--- src/design/cmp_pwm_defs.vh ---
// Constants for the compare trigger and PWM unit: addresses, fields, encodings
`ifndef CMP_PWM_DEFS_VH
`define CMP_PWM_DEFS_VH

// Register byte addresses on the AXI4-Lite bus
`define ADR_U1_CMP_LO 8'h00
`define ADR_U1_CMP_HI 8'h04
`define ADR_U1_CTL 8'h08
`define ADR_U2_CMP_LO 8'h0C
`define ADR_U2_CMP_HI 8'h10
`define ADR_U2_CTL 8'h14
`define ADR_T3_CTL 8'h18
`define ADR_FLAGS 8'h1C
`define ADR_ENABLES 8'h20
`define ADR_PRIORITY 8'h24
`define ADR_PERIOD 8'h28
`define ADR_PERIOD_CTL 8'h2C
`define ADR_PERIOD_TMR 8'h30

// Unit control fields
`define CTL_MODE 3:0
`define CTL_DUTY 5:4
`define CTL_WIDTH 6

// Mode select encodings
`define MODE_TOGGLE 4'h2
`define MODE_DRIVE_HIGH 4'h8
`define MODE_DRIVE_LOW 4'h9
`define MODE_SOFT_INT 4'hA
`define MODE_EVENT_TRIG 4'hB
`define MODE_PWM_TOP 2'h3

// Timer select bits in the third timer's control register
`define T3_SEL_HIGH 6
`define T3_SEL_LOW 3

// Flag, enable and priority bit positions
`define BIT_UNIT_TWO 2
`define BIT_UNIT_ONE 1

// Period timer control fields
`define PCTL_PRESCALE 1:0
`define PCTL_ON 2
`define PCTL_POST 6:3
`define PCTL_WIDTH 7
`define PRE_DIV1 2'h0
`define PRE_DIV4 2'h1

// Reset values and bus answers
`define RST_BYTE 8'h00
`define RST_PERIOD 8'hFF
`define RESP_OKAY 2'h0
`define RESP_SLVERR 2'h2
`define QUARTER_LAST 2'h3

`endif

--- src/design/cmp_pwm_unit.v ---
// One compare/PWM channel: compare match, event trigger and PWM pin latch
`timescale 1ns/1ps
`default_nettype none
`include "cmp_pwm_defs.vh"

module cmp_pwm_unit #(
  parameter HAS_CONVERSION = 0
) (
  input wire i_clk,
  input wire i_rst_n,
  input wire [`CTL_WIDTH-1:0] i_control,
  input wire i_control_cleared,
  input wire [7:0] i_cmp_low,
  input wire [7:0] i_cmp_high,
  input wire i_use_third,
  input wire [15:0] i_first_timer,
  input wire [15:0] i_third_timer,
  input wire i_adc_enabled,
  input wire i_period_start,
  input wire [9:0] i_fine_count,
  output wire o_pwm_mode,
  output wire [7:0] o_duty_buffer,
  output wire o_pin,
  output wire o_flag_set,
  output wire o_first_reset,
  output wire o_third_reset,
  output wire o_conv_start
);
  wire [3:0] mode = i_control[`CTL_MODE];
  wire pwm_mode = (mode[3:2] == `MODE_PWM_TOP);
  wire compare_mode = (mode[3] && !pwm_mode) || (mode == `MODE_TOGGLE);
  wire event_mode = (mode == `MODE_EVENT_TRIG);
  wire [15:0] time_base = i_use_third ? i_third_timer : i_first_timer;
  wire hit = compare_mode && (time_base == {i_cmp_high, i_cmp_low});
  reg hit_reg;
  wire match = hit && !hit_reg;
  wire [9:0] next_duty = {i_cmp_low, i_control[`CTL_DUTY]};
  reg [7:0] duty_buf_reg;
  reg [1:0] duty_lsb_reg;
  reg pin_reg;
  reg first_reset_reg;
  reg third_reset_reg;
  reg conv_reg;

  always @(posedge i_clk or negedge i_rst_n) begin
    if (!i_rst_n) begin
      hit_reg <= 1'b0;
      first_reset_reg <= 1'b0;
      third_reset_reg <= 1'b0;
      conv_reg <= 1'b0;
    end else begin
      hit_reg <= hit;
      first_reset_reg <= match && event_mode && !i_use_third;
      third_reset_reg <= match && event_mode && i_use_third;
      conv_reg <= (HAS_CONVERSION != 0) && match && event_mode && i_adc_enabled;
    end
  end

  // Duty double buffer loads only at a period boundary
  always @(posedge i_clk or negedge i_rst_n) begin
    if (!i_rst_n) begin
      duty_buf_reg <= `RST_BYTE;
      duty_lsb_reg <= 2'h0;
    end else if (pwm_mode && i_period_start) begin
      duty_buf_reg <= next_duty[9:2];
      duty_lsb_reg <= next_duty[1:0];
    end
  end

  always @(posedge i_clk or negedge i_rst_n) begin
    if (!i_rst_n) begin
      pin_reg <= 1'b0;
    end else if (i_control_cleared) begin
      pin_reg <= 1'b0;
    end else if (pwm_mode) begin
      if (i_period_start) begin
        pin_reg <= (next_duty != 10'h000);
      end else if (i_fine_count == {duty_buf_reg, duty_lsb_reg}) begin
        pin_reg <= 1'b0;
      end
    end else if (match) begin
      case (mode)
        `MODE_DRIVE_HIGH: pin_reg <= 1'b1;
        `MODE_DRIVE_LOW: pin_reg <= 1'b0;
        `MODE_TOGGLE: pin_reg <= ~pin_reg;
        default: pin_reg <= pin_reg;
      endcase
    end
  end

  assign o_pwm_mode = pwm_mode;
  assign o_duty_buffer = duty_buf_reg;
  assign o_pin = pin_reg;
  assign o_flag_set = match;
  assign o_first_reset = first_reset_reg;
  assign o_third_reset = third_reset_reg;
  assign o_conv_start = conv_reg;
endmodule // cmp_pwm_unit

`default_nettype wire

--- src/design/cmp_pwm_top.v ---
// Compare event trigger and PWM unit with period timer and AXI4-Lite registers
`timescale 1ns/1ps
`default_nettype none
`include "cmp_pwm_defs.vh"

// Function
// - Event trigger only in mode 1011
// - Trigger resets the assigned wide timer
// - Unit two trigger starts enabled conversion
// - Unit one trigger never starts conversion
// - PWM mode drives ten-bit duty waveform
// - Zero control write clears output latch
// - Period timer clears after period match
// - Pin set each period unless duty zero
// - Duty low copied to buffer at period end
// - Postscaler affects only timer event rate
// - Duty is low register plus control 5:4
// - New duty applied only after period match
// - Buffer register read-only in PWM mode
// - Duty double-buffered with two-bit latch
// - Pin cleared when duty equals extended timer
// - Duty beyond period keeps pin high
// - Period prescale of one, four, sixteen
// - Compare register matched against selected timer
// - Compare match sets unit flag
// - Timer selection from third timer control
module cmp_pwm_top (
  input wire I_CLOCK,
  input wire I_RESETN,
  input wire [7:0] I_AXI_AWADDR,
  input wire I_AXI_AWVALID,
  output wire O_AXI_AWREADY,
  input wire [31:0] I_AXI_WDATA,
  input wire [3:0] I_AXI_WSTRB,
  input wire I_AXI_WVALID,
  output wire O_AXI_WREADY,
  output wire [1:0] O_AXI_BRESP,
  output wire O_AXI_BVALID,
  input wire I_AXI_BREADY,
  input wire [7:0] I_AXI_ARADDR,
  input wire I_AXI_ARVALID,
  output wire O_AXI_ARREADY,
  output wire [31:0] O_AXI_RDATA,
  output wire [1:0] O_AXI_RRESP,
  output wire O_AXI_RVALID,
  input wire I_AXI_RREADY,
  input wire [15:0] I_FIRST_TIMER,
  input wire [15:0] I_THIRD_TIMER,
  input wire I_ADC_ENABLED,
  output wire O_FIRST_TIMER_RESET,
  output wire O_THIRD_TIMER_RESET,
  output wire O_CONVERSION_START,
  output wire O_UNIT_ONE_PIN,
  output wire O_UNIT_TWO_PIN,
  output wire O_UNIT_ONE_IRQ_FLAG,
  output wire O_UNIT_TWO_IRQ_FLAG,
  output wire O_PERIOD_TIMER_EVENT
);
  reg rst_meta_reg;
  reg rst_sync_reg;
  wire rst_n = rst_sync_reg;

  always @(posedge I_CLOCK or negedge I_RESETN) begin
    if (!I_RESETN) begin
      rst_meta_reg <= 1'b0;
      rst_sync_reg <= 1'b0;
    end else begin
      rst_meta_reg <= 1'b1;
      rst_sync_reg <= rst_meta_reg;
    end
  end
  // Register file
  reg [7:0] u1_cmp_lo_reg;
  reg [7:0] u1_cmp_hi_reg;
  reg [`CTL_WIDTH-1:0] u1_ctl_reg;
  reg [7:0] u2_cmp_lo_reg;
  reg [7:0] u2_cmp_hi_reg;
  reg [`CTL_WIDTH-1:0] u2_ctl_reg;
  reg [7:0] t3_ctl_reg;
  reg u1_flag_reg;
  reg u2_flag_reg;
  reg u1_enable_reg;
  reg u2_enable_reg;
  reg u1_priority_reg;
  reg u2_priority_reg;
  reg [7:0] period_reg;
  reg [`PCTL_WIDTH-1:0] period_ctl_reg;
  reg [7:0] period_tmr_reg;
  // Bus slave state
  reg aw_full_reg;
  reg [7:0] aw_addr_reg;
  reg w_full_reg;
  reg [31:0] w_data_reg;
  reg w_lane0_reg;
  reg bvalid_reg;
  reg [1:0] bresp_reg;
  reg rvalid_reg;
  reg [31:0] rdata_reg;
  reg [1:0] rresp_reg;

  wire aw_take = I_AXI_AWVALID && O_AXI_AWREADY;
  wire w_take = I_AXI_WVALID && O_AXI_WREADY;
  wire ar_take = I_AXI_ARVALID && O_AXI_ARREADY;
  wire do_write = aw_full_reg && w_full_reg && !bvalid_reg;
  wire wr_en = do_write && w_lane0_reg;
  wire [7:0] wr_byte = w_data_reg[7:0];

  assign O_AXI_AWREADY = !aw_full_reg && !bvalid_reg;
  assign O_AXI_WREADY = !w_full_reg && !bvalid_reg;
  assign O_AXI_ARREADY = !rvalid_reg;
  assign O_AXI_BVALID = bvalid_reg;
  assign O_AXI_BRESP = bresp_reg;
  assign O_AXI_RVALID = rvalid_reg;
  assign O_AXI_RDATA = rdata_reg;
  assign O_AXI_RRESP = rresp_reg;

  function addr_known;
    input [7:0] addr;
    begin
      case (addr)
        `ADR_U1_CMP_LO, `ADR_U1_CMP_HI, `ADR_U1_CTL, `ADR_U2_CMP_LO, `ADR_U2_CMP_HI,
        `ADR_U2_CTL, `ADR_T3_CTL, `ADR_FLAGS, `ADR_ENABLES, `ADR_PRIORITY, `ADR_PERIOD,
        `ADR_PERIOD_CTL, `ADR_PERIOD_TMR: addr_known = 1'b1;
        default: addr_known = 1'b0;
      endcase
    end
  endfunction

  always @(posedge I_CLOCK or negedge rst_n) begin
    if (!rst_n) begin
      aw_full_reg <= 1'b0;
      aw_addr_reg <= `RST_BYTE;
      w_full_reg <= 1'b0;
      w_data_reg <= 32'h00000000;
      w_lane0_reg <= 1'b0;
      bvalid_reg <= 1'b0;
      bresp_reg <= `RESP_OKAY;
    end else begin
      if (aw_take) begin
        aw_full_reg <= 1'b1;
        aw_addr_reg <= I_AXI_AWADDR;
      end
      if (w_take) begin
        w_full_reg <= 1'b1;
        w_data_reg <= I_AXI_WDATA;
        w_lane0_reg <= I_AXI_WSTRB[0];
      end
      if (do_write) begin
        aw_full_reg <= 1'b0;
        w_full_reg <= 1'b0;
        bvalid_reg <= 1'b1;
        bresp_reg <= addr_known(aw_addr_reg) ? `RESP_OKAY : `RESP_SLVERR;
      end else if (bvalid_reg && I_AXI_BREADY) begin
        bvalid_reg <= 1'b0;
      end
    end
  end
  // Per-unit wiring
  wire u1_pwm;
  wire u2_pwm;
  wire [7:0] u1_duty_buf;
  wire [7:0] u2_duty_buf;
  wire u1_flag_set;
  wire u2_flag_set;
  wire u1_first_rst;
  wire u1_third_rst;
  wire u2_first_rst;
  wire u2_third_rst;
  wire u2_conv;
  wire u1_ctl_zero = wr_en && (aw_addr_reg == `ADR_U1_CTL) && (wr_byte == `RST_BYTE);
  wire u2_ctl_zero = wr_en && (aw_addr_reg == `ADR_U2_CTL) && (wr_byte == `RST_BYTE);
  wire u1_use_third = t3_ctl_reg[`T3_SEL_HIGH];
  wire u2_use_third = t3_ctl_reg[`T3_SEL_HIGH] || t3_ctl_reg[`T3_SEL_LOW];
  // Register writes
  always @(posedge I_CLOCK or negedge rst_n) begin
    if (!rst_n) begin
      u1_cmp_lo_reg <= `RST_BYTE;
      u1_cmp_hi_reg <= `RST_BYTE;
      u1_ctl_reg <= {`CTL_WIDTH{1'b0}};
      u2_cmp_lo_reg <= `RST_BYTE;
      u2_cmp_hi_reg <= `RST_BYTE;
      u2_ctl_reg <= {`CTL_WIDTH{1'b0}};
      t3_ctl_reg <= `RST_BYTE;
      u1_enable_reg <= 1'b0;
      u2_enable_reg <= 1'b0;
      u1_priority_reg <= 1'b0;
      u2_priority_reg <= 1'b0;
      period_reg <= `RST_PERIOD;
      period_ctl_reg <= {`PCTL_WIDTH{1'b0}};
    end else if (wr_en) begin
      case (aw_addr_reg)
        `ADR_U1_CMP_LO: u1_cmp_lo_reg <= wr_byte;
        `ADR_U1_CMP_HI: if (!u1_pwm) u1_cmp_hi_reg <= wr_byte;
        `ADR_U1_CTL: u1_ctl_reg <= wr_byte[`CTL_WIDTH-1:0];
        `ADR_U2_CMP_LO: u2_cmp_lo_reg <= wr_byte;
        `ADR_U2_CMP_HI: if (!u2_pwm) u2_cmp_hi_reg <= wr_byte;
        `ADR_U2_CTL: u2_ctl_reg <= wr_byte[`CTL_WIDTH-1:0];
        `ADR_T3_CTL: t3_ctl_reg <= wr_byte;
        `ADR_ENABLES: begin
          u1_enable_reg <= wr_byte[`BIT_UNIT_ONE];
          u2_enable_reg <= wr_byte[`BIT_UNIT_TWO];
        end
        `ADR_PRIORITY: begin
          u1_priority_reg <= wr_byte[`BIT_UNIT_ONE];
          u2_priority_reg <= wr_byte[`BIT_UNIT_TWO];
        end
        `ADR_PERIOD: period_reg <= wr_byte;
        `ADR_PERIOD_CTL: period_ctl_reg <= wr_byte[`PCTL_WIDTH-1:0];
        default: period_reg <= period_reg;
      endcase
    end
  end
  // Flags: a hardware set in the same cycle as a software write wins
  wire flag_wr = wr_en && (aw_addr_reg == `ADR_FLAGS);
  always @(posedge I_CLOCK or negedge rst_n) begin
    if (!rst_n) begin
      u1_flag_reg <= 1'b0;
      u2_flag_reg <= 1'b0;
    end else begin
      if (u1_flag_set) begin
        u1_flag_reg <= 1'b1;
      end else if (flag_wr) begin
        u1_flag_reg <= wr_byte[`BIT_UNIT_ONE];
      end
      if (u2_flag_set) begin
        u2_flag_reg <= 1'b1;
      end else if (flag_wr) begin
        u2_flag_reg <= wr_byte[`BIT_UNIT_TWO];
      end
    end
  end
  // Period timer: quarter-cycle counter, prescaler and 8-bit count
  reg [1:0] quarter_reg;
  reg [3:0] prescale_reg;
  reg [3:0] post_reg;
  reg post_event_reg;
  wire [1:0] ps_sel = period_ctl_reg[`PCTL_PRESCALE];
  wire timer_on = period_ctl_reg[`PCTL_ON];
  reg pre_done;
  reg [1:0] fine_low;

  always @* begin
    case (ps_sel)
      `PRE_DIV1: begin
        pre_done = 1'b1;
        fine_low = quarter_reg;
      end
      `PRE_DIV4: begin
        pre_done = (prescale_reg[1:0] == 2'h3);
        fine_low = prescale_reg[1:0];
      end
      default: begin
        pre_done = (prescale_reg == 4'hF);
        fine_low = prescale_reg[3:2];
      end
    endcase
  end

  wire tick = timer_on && (quarter_reg == `QUARTER_LAST) && pre_done;
  wire period_start = tick && (period_tmr_reg == period_reg);
  wire tmr_wr = wr_en && (aw_addr_reg == `ADR_PERIOD_TMR);
  wire [9:0] fine_count = {period_tmr_reg, fine_low};

  always @(posedge I_CLOCK or negedge rst_n) begin
    if (!rst_n) begin
      quarter_reg <= 2'h0;
      prescale_reg <= 4'h0;
      period_tmr_reg <= `RST_BYTE;
      post_reg <= 4'h0;
      post_event_reg <= 1'b0;
    end else begin
      quarter_reg <= quarter_reg + 2'h1;
      post_event_reg <= 1'b0;
      if (timer_on && (quarter_reg == `QUARTER_LAST)) begin
        prescale_reg <= pre_done ? 4'h0 : prescale_reg + 4'h1;
      end
      if (tmr_wr) begin
        period_tmr_reg <= wr_byte;
        prescale_reg <= 4'h0;
        post_reg <= 4'h0;
      end else if (period_start) begin
        period_tmr_reg <= `RST_BYTE;
        if (post_reg == period_ctl_reg[`PCTL_POST]) begin
          post_reg <= 4'h0;
          post_event_reg <= 1'b1;
        end else begin
          post_reg <= post_reg + 4'h1;
        end
      end else if (tick) begin
        period_tmr_reg <= period_tmr_reg + 8'h01;
      end
    end
  end

  cmp_pwm_unit #(
    .HAS_CONVERSION(0)
  ) unit_one_inst (
    .i_clk(I_CLOCK), .i_rst_n(rst_n), .i_control(u1_ctl_reg),
    .i_control_cleared(u1_ctl_zero), .i_cmp_low(u1_cmp_lo_reg), .i_cmp_high(u1_cmp_hi_reg),
    .i_use_third(u1_use_third), .i_first_timer(I_FIRST_TIMER), .i_third_timer(I_THIRD_TIMER),
    .i_adc_enabled(I_ADC_ENABLED), .i_period_start(period_start), .i_fine_count(fine_count),
    .o_pwm_mode(u1_pwm), .o_duty_buffer(u1_duty_buf), .o_pin(O_UNIT_ONE_PIN),
    .o_flag_set(u1_flag_set), .o_first_reset(u1_first_rst), .o_third_reset(u1_third_rst),
    .o_conv_start()
  );

  cmp_pwm_unit #(
    .HAS_CONVERSION(1)
  ) unit_two_inst (
    .i_clk(I_CLOCK), .i_rst_n(rst_n), .i_control(u2_ctl_reg),
    .i_control_cleared(u2_ctl_zero), .i_cmp_low(u2_cmp_lo_reg), .i_cmp_high(u2_cmp_hi_reg),
    .i_use_third(u2_use_third), .i_first_timer(I_FIRST_TIMER), .i_third_timer(I_THIRD_TIMER),
    .i_adc_enabled(I_ADC_ENABLED), .i_period_start(period_start), .i_fine_count(fine_count),
    .o_pwm_mode(u2_pwm), .o_duty_buffer(u2_duty_buf), .o_pin(O_UNIT_TWO_PIN),
    .o_flag_set(u2_flag_set), .o_first_reset(u2_first_rst), .o_third_reset(u2_third_rst),
    .o_conv_start(u2_conv)
  );

  assign O_FIRST_TIMER_RESET = u1_first_rst || u2_first_rst;
  assign O_THIRD_TIMER_RESET = u1_third_rst || u2_third_rst;
  assign O_CONVERSION_START = u2_conv;
  assign O_UNIT_ONE_IRQ_FLAG = u1_flag_reg;
  assign O_UNIT_TWO_IRQ_FLAG = u2_flag_reg;
  assign O_PERIOD_TIMER_EVENT = post_event_reg;
  // Read path
  reg [7:0] rd_byte;
  always @* begin
    rd_byte = `RST_BYTE;
    case (I_AXI_ARADDR)
      `ADR_U1_CMP_LO: rd_byte = u1_cmp_lo_reg;
      `ADR_U1_CMP_HI: rd_byte = u1_pwm ? u1_duty_buf : u1_cmp_hi_reg;
      `ADR_U1_CTL: rd_byte = {2'h0, u1_ctl_reg};
      `ADR_U2_CMP_LO: rd_byte = u2_cmp_lo_reg;
      `ADR_U2_CMP_HI: rd_byte = u2_pwm ? u2_duty_buf : u2_cmp_hi_reg;
      `ADR_U2_CTL: rd_byte = {2'h0, u2_ctl_reg};
      `ADR_T3_CTL: rd_byte = t3_ctl_reg;
      `ADR_FLAGS: rd_byte = {5'h00, u2_flag_reg, u1_flag_reg, 1'b0};
      `ADR_ENABLES: rd_byte = {5'h00, u2_enable_reg, u1_enable_reg, 1'b0};
      `ADR_PRIORITY: rd_byte = {5'h00, u2_priority_reg, u1_priority_reg, 1'b0};
      `ADR_PERIOD: rd_byte = period_reg;
      `ADR_PERIOD_CTL: rd_byte = {1'b0, period_ctl_reg};
      `ADR_PERIOD_TMR: rd_byte = period_tmr_reg;
      default: rd_byte = `RST_BYTE;
    endcase
  end

  always @(posedge I_CLOCK or negedge rst_n) begin
    if (!rst_n) begin
      rvalid_reg <= 1'b0;
      rdata_reg <= 32'h00000000;
      rresp_reg <= `RESP_OKAY;
    end else if (ar_take) begin
      rvalid_reg <= 1'b1;
      rdata_reg <= {24'h000000, rd_byte};
      rresp_reg <= addr_known(I_AXI_ARADDR) ? `RESP_OKAY : `RESP_SLVERR;
    end else if (rvalid_reg && I_AXI_RREADY) begin
      rvalid_reg <= 1'b0;
    end
  end
endmodule // cmp_pwm_top

`default_nettype wire

--- config.mk ---
export PLATFORM = sky130hd
export DESIGN_NAME = cmp_pwm_top
export DESIGN_NICKNAME = d
export VERILOG_FILES = /design/src/design/cmp_pwm_unit.v /design/src/design/cmp_pwm_top.v
export VERILOG_INCLUDE_DIRS = /design/src /design/src/design
export SDC_FILE = /design/constraint.sdc
export NUM_CORES = 1
export LEC_CHECK = 0
export ABC_AREA = 1
export BUFFER_PORTS_ARGS = -buffer_cell sky130_fd_sc_hd__buf_2
export CAP_MARGIN = 30
export CORE_MARGIN = 2
export CORE_UTILIZATION = 54
export DETAILED_ROUTE_END_ITERATION = 7
export GPL_ROUTABILITY_DRIVEN = 1
export MAX_ROUTING_LAYER = met4
export PLACE_DENSITY = 0.73
export SYNTH_ARGS = -nofsm -noshare
export SYNTH_HDL_FRONTEND = slang
export SYNTH_SLANG_ARGS = --single-unit
--- constraint.sdc ---
create_clock -name I_CLOCK -period 5 [get_ports I_CLOCK]
set_input_delay 0.5 -clock I_CLOCK [delete_from_list [all_inputs] [get_ports I_CLOCK]]
set_output_delay 0.5 -clock I_CLOCK [all_outputs]
set_load 0.005 [all_outputs]
==> flow_summary.json <==
{
  "outcome": "finished clean",
  "drive_gt1_frac": 0.114,
  "io_pins": 141,
  "fmax_mhz": 386,
  "fp.dieArea_um2": 17900,
  "cpPeakStageDelay_ns": 0.68,
  "overflow": 0,
  "leakagePower_nw": 5.10,
  "core_area_um2": 16500,
  "grt.busiest_layer": "met2",
  "yosysMostFrequentCell": "nand2_1",
  "min_path_type": "in -> reg",
  "grt_pass1_vias": 7907,
  "synth_common_cells": "453 x nand2_1, 146 x dfrtp_1, 140 x inv_1",
  "fp.dieH_um": 134,
  "cp-startpoint": "O_AXI_BVALID",
  "synth.avg_cell_area_um2": 7.03,
  "worstRegToRegCells": 10,
  "synth_edf_count": 0,
  "area_delta_synth_final_pct": 11.9,
  "cts_tree": "done",
  "portBuffers": 87,
  "path_cells": "inv_2 -> nand3_2 -> nor2_4 -> nand2_1 -> nor2_1 -> nand3_1 -> o21ai_0 -> nor2_1 -> nand3_1 -> nand2_1",
  "initial_core_util": 0.551,
  "grt_max_degree": 88,
  "drt_wl_total_um": 29400,
  "wl_per_cell_um": 18.3,
  "ys_warn_count": 0,
  "grtUsageTotal": 0.347,
  "tightest_slew_ns": 0.937,
  "dp_hpwl_um": 22000,
  "crit_path_end": "unit_one_inst.o_pin",
  "synth_top_cell_area_share": 0.401,
  "met2_usage": 0.492,
  "async_reset_ff_frac": 1.00,
  "synthFlopType": "dfrtp_1",
  "fin_nets": 1463,
  "ant_nets": 0,
  "clk_latency_ns": 0.43,
  "grt_use_met1": 0.485,
  "die_w_um": 134,
  "place_congestion": 1.01,
  "power_density_nw_per_um2": 411,
  "period_needed_ns": 2.59,
  "critPathSlowestCell": "nor2_1",
  "grt_pass1_wl_um": 44800,
  "grt_setup_unrepaired": "no",
  "cts_root_buf": "clkbuf_16",
  "relSlewSlack": 0.367,
  "vias": 8825,
  "syn-cell-area_um2": 9100,
  "critPathCaptureType": "flip-flop",
  "r2r-end": "unit_one_inst.o_pin",
  "numCtsBuffers": 17,
  "final_util": 0.616,
  "slew_violations": 0,
  "cap_violations": 0,
  "path_clk_slew_ns": 0.07,
  "num_rows": 47,
  "synth_area_leaders": "dfrtp_1 40%, nand2_1 19%, o21ai_0 7.4%",
  "crit_required_ns": 5.33,
  "drtIter0Drc": 1060,
  "hold_violations": 0,
  "clock_path_buffers": 2,
  "fin_setup_tns_ns": 0,
  "cp_max_fo": 13,
  "post_cts_resized": 0,
  "setup_viol": 0,
  "syn-instance-count": 1294,
  "yosysSeqAreaShare": 0.425,
  "path_class": "reg -> reg",
  "drc_errors": 0,
  "cp.arrival_ns": 2.92,
  "first_pass_iters": 6,
  "clock_sinks": 154,
  "grt_antenna_before_repair": 0,
  "yosys.area.top_type": "dfrtp_1",
  "start_kind": "flip-flop",
  "ys_ff_latch": 154,
  "ir_drop_mv": 0.343,
  "min_period_over_period": 0.518,
  "r2r_slack_ns": 2.41,
  "htreeDepth": 4,
  "r2r-start": "O_AXI_BVALID",
  "skew_ns": 0.0131,
  "yosysUniqueCellTypes": 42,
  "grt_util_met3": 0.0873,
  "via_per_inst": 5.51
}
cell usage in the layout (no fill, tap or decap), types with 5 or more instances in the layout:
master,n
a21oi_1,28
buf_2,87
clkbuf_16,17
conb_1,27
dfrtp_1,145
dfstp_2,8
inv_1,140
inv_2,6
nand2_1,453
nand3_1,85
nand3b_1,9
nand4_1,17
nor2_1,109
nor3_1,7
nor4_1,5
o2111ai_1,5
o211ai_1,8
o21ai_0,134
o221ai_1,6
o22ai_1,5
or2_2,5
xnor2_1,13
xor2_1,8
power by group:
group / internal [mW] / leakage, nW / switching (mW)
Combinational: 0.369 / 2.81 / 0.815
Sequential: 1.45 / 2.01 / 0.236
Clock: 0.749 / 0.284 / 0.565
through the flow:
step	worst slack [ns]	power, mW	instance area (um2)	cells	hold WS (ns)
after global routing	2.22	4.41	10200	1600	0.241
final	2.41	4.18	10200	1601	0.234
after global placement	2.51	2.83	9570	1567	0.286
after detailed placement	2.51	2.85	9570	1567	0.288
after floorplan	0.405	2.47	9190	1319	0.204
after CTS	2.49	4.16	10200	1600	0.227
worst max-delay path: cells and delay by family (launching register included):
family	cells	cell delay [ns]
AND/OR/NAND/NOR	8	1.77
flip-flops	1	0.42
buffers and inverters	1	0.08
AO/OA/AOI/OAI	1	0.21
how the worst min path moves through the flow:
stage / from / to / slack [ns] / depth (start not counted)
4_1_cts: I_AXI_BREADY / O_AXI_BVALID / 0.23 / 2
3_3_place_gp: I_RESETN / rst_meta_reg / 0.29 / 1
2_1_floorplan: I_RESETN / rst_meta_reg / 0.20 / 0
6_report: I_AXI_BREADY / O_AXI_BVALID / 0.23 / 2
3_5_place_dp: I_RESETN / rst_meta_reg / 0.29 / 1
5_1_grt: I_AXI_BREADY / O_AXI_BVALID / 0.24 / 2
per-layer routing:
metal / routed length, um / vias to the layer above
met2: 12700 / 462
met5: 0 / -
li1: - / 4256
met4: 866 / 0
met3: 3190 / 60
met1: 12700 / 4047
cells by family after synthesis:
| kind of cell | count (synthesis) | synth area share |
|---|---|---|
| flip-flops | 154 | 0.425 |
| adder cells (fa/ha/maj) | 4 | 0.00550 |
| other | 2 | 0.000825 |
| AND/OR/NAND/NOR | 705 | 0.325 |
| multiplexers | 6 | 0.00715 |
| AO/OA/AOI/OAI | 193 | 0.116 |
| buffers and inverters | 209 | 0.101 |
| XOR/XNOR | 21 | 0.0202 |
final cells by class:
class                           instances  area [um2]
Multi-Input combinational cell        956        4410
Antenna cell                            1        2.50
Inverter                              147         552
Timing Repair Buffer                   91         480
Sequential cell                       154        3870
Fill cell                            1579        6350
Tap cell                              220         275
Clock buffer                           18         429
Clock inverter                         14         164
timing repair:
item / CTS / global route
hold buffers: 1 / 0
hold endpoints to repair: 2 / 0
buffers inserted: 0 / 0
Power figures use the tool's default switching activity.
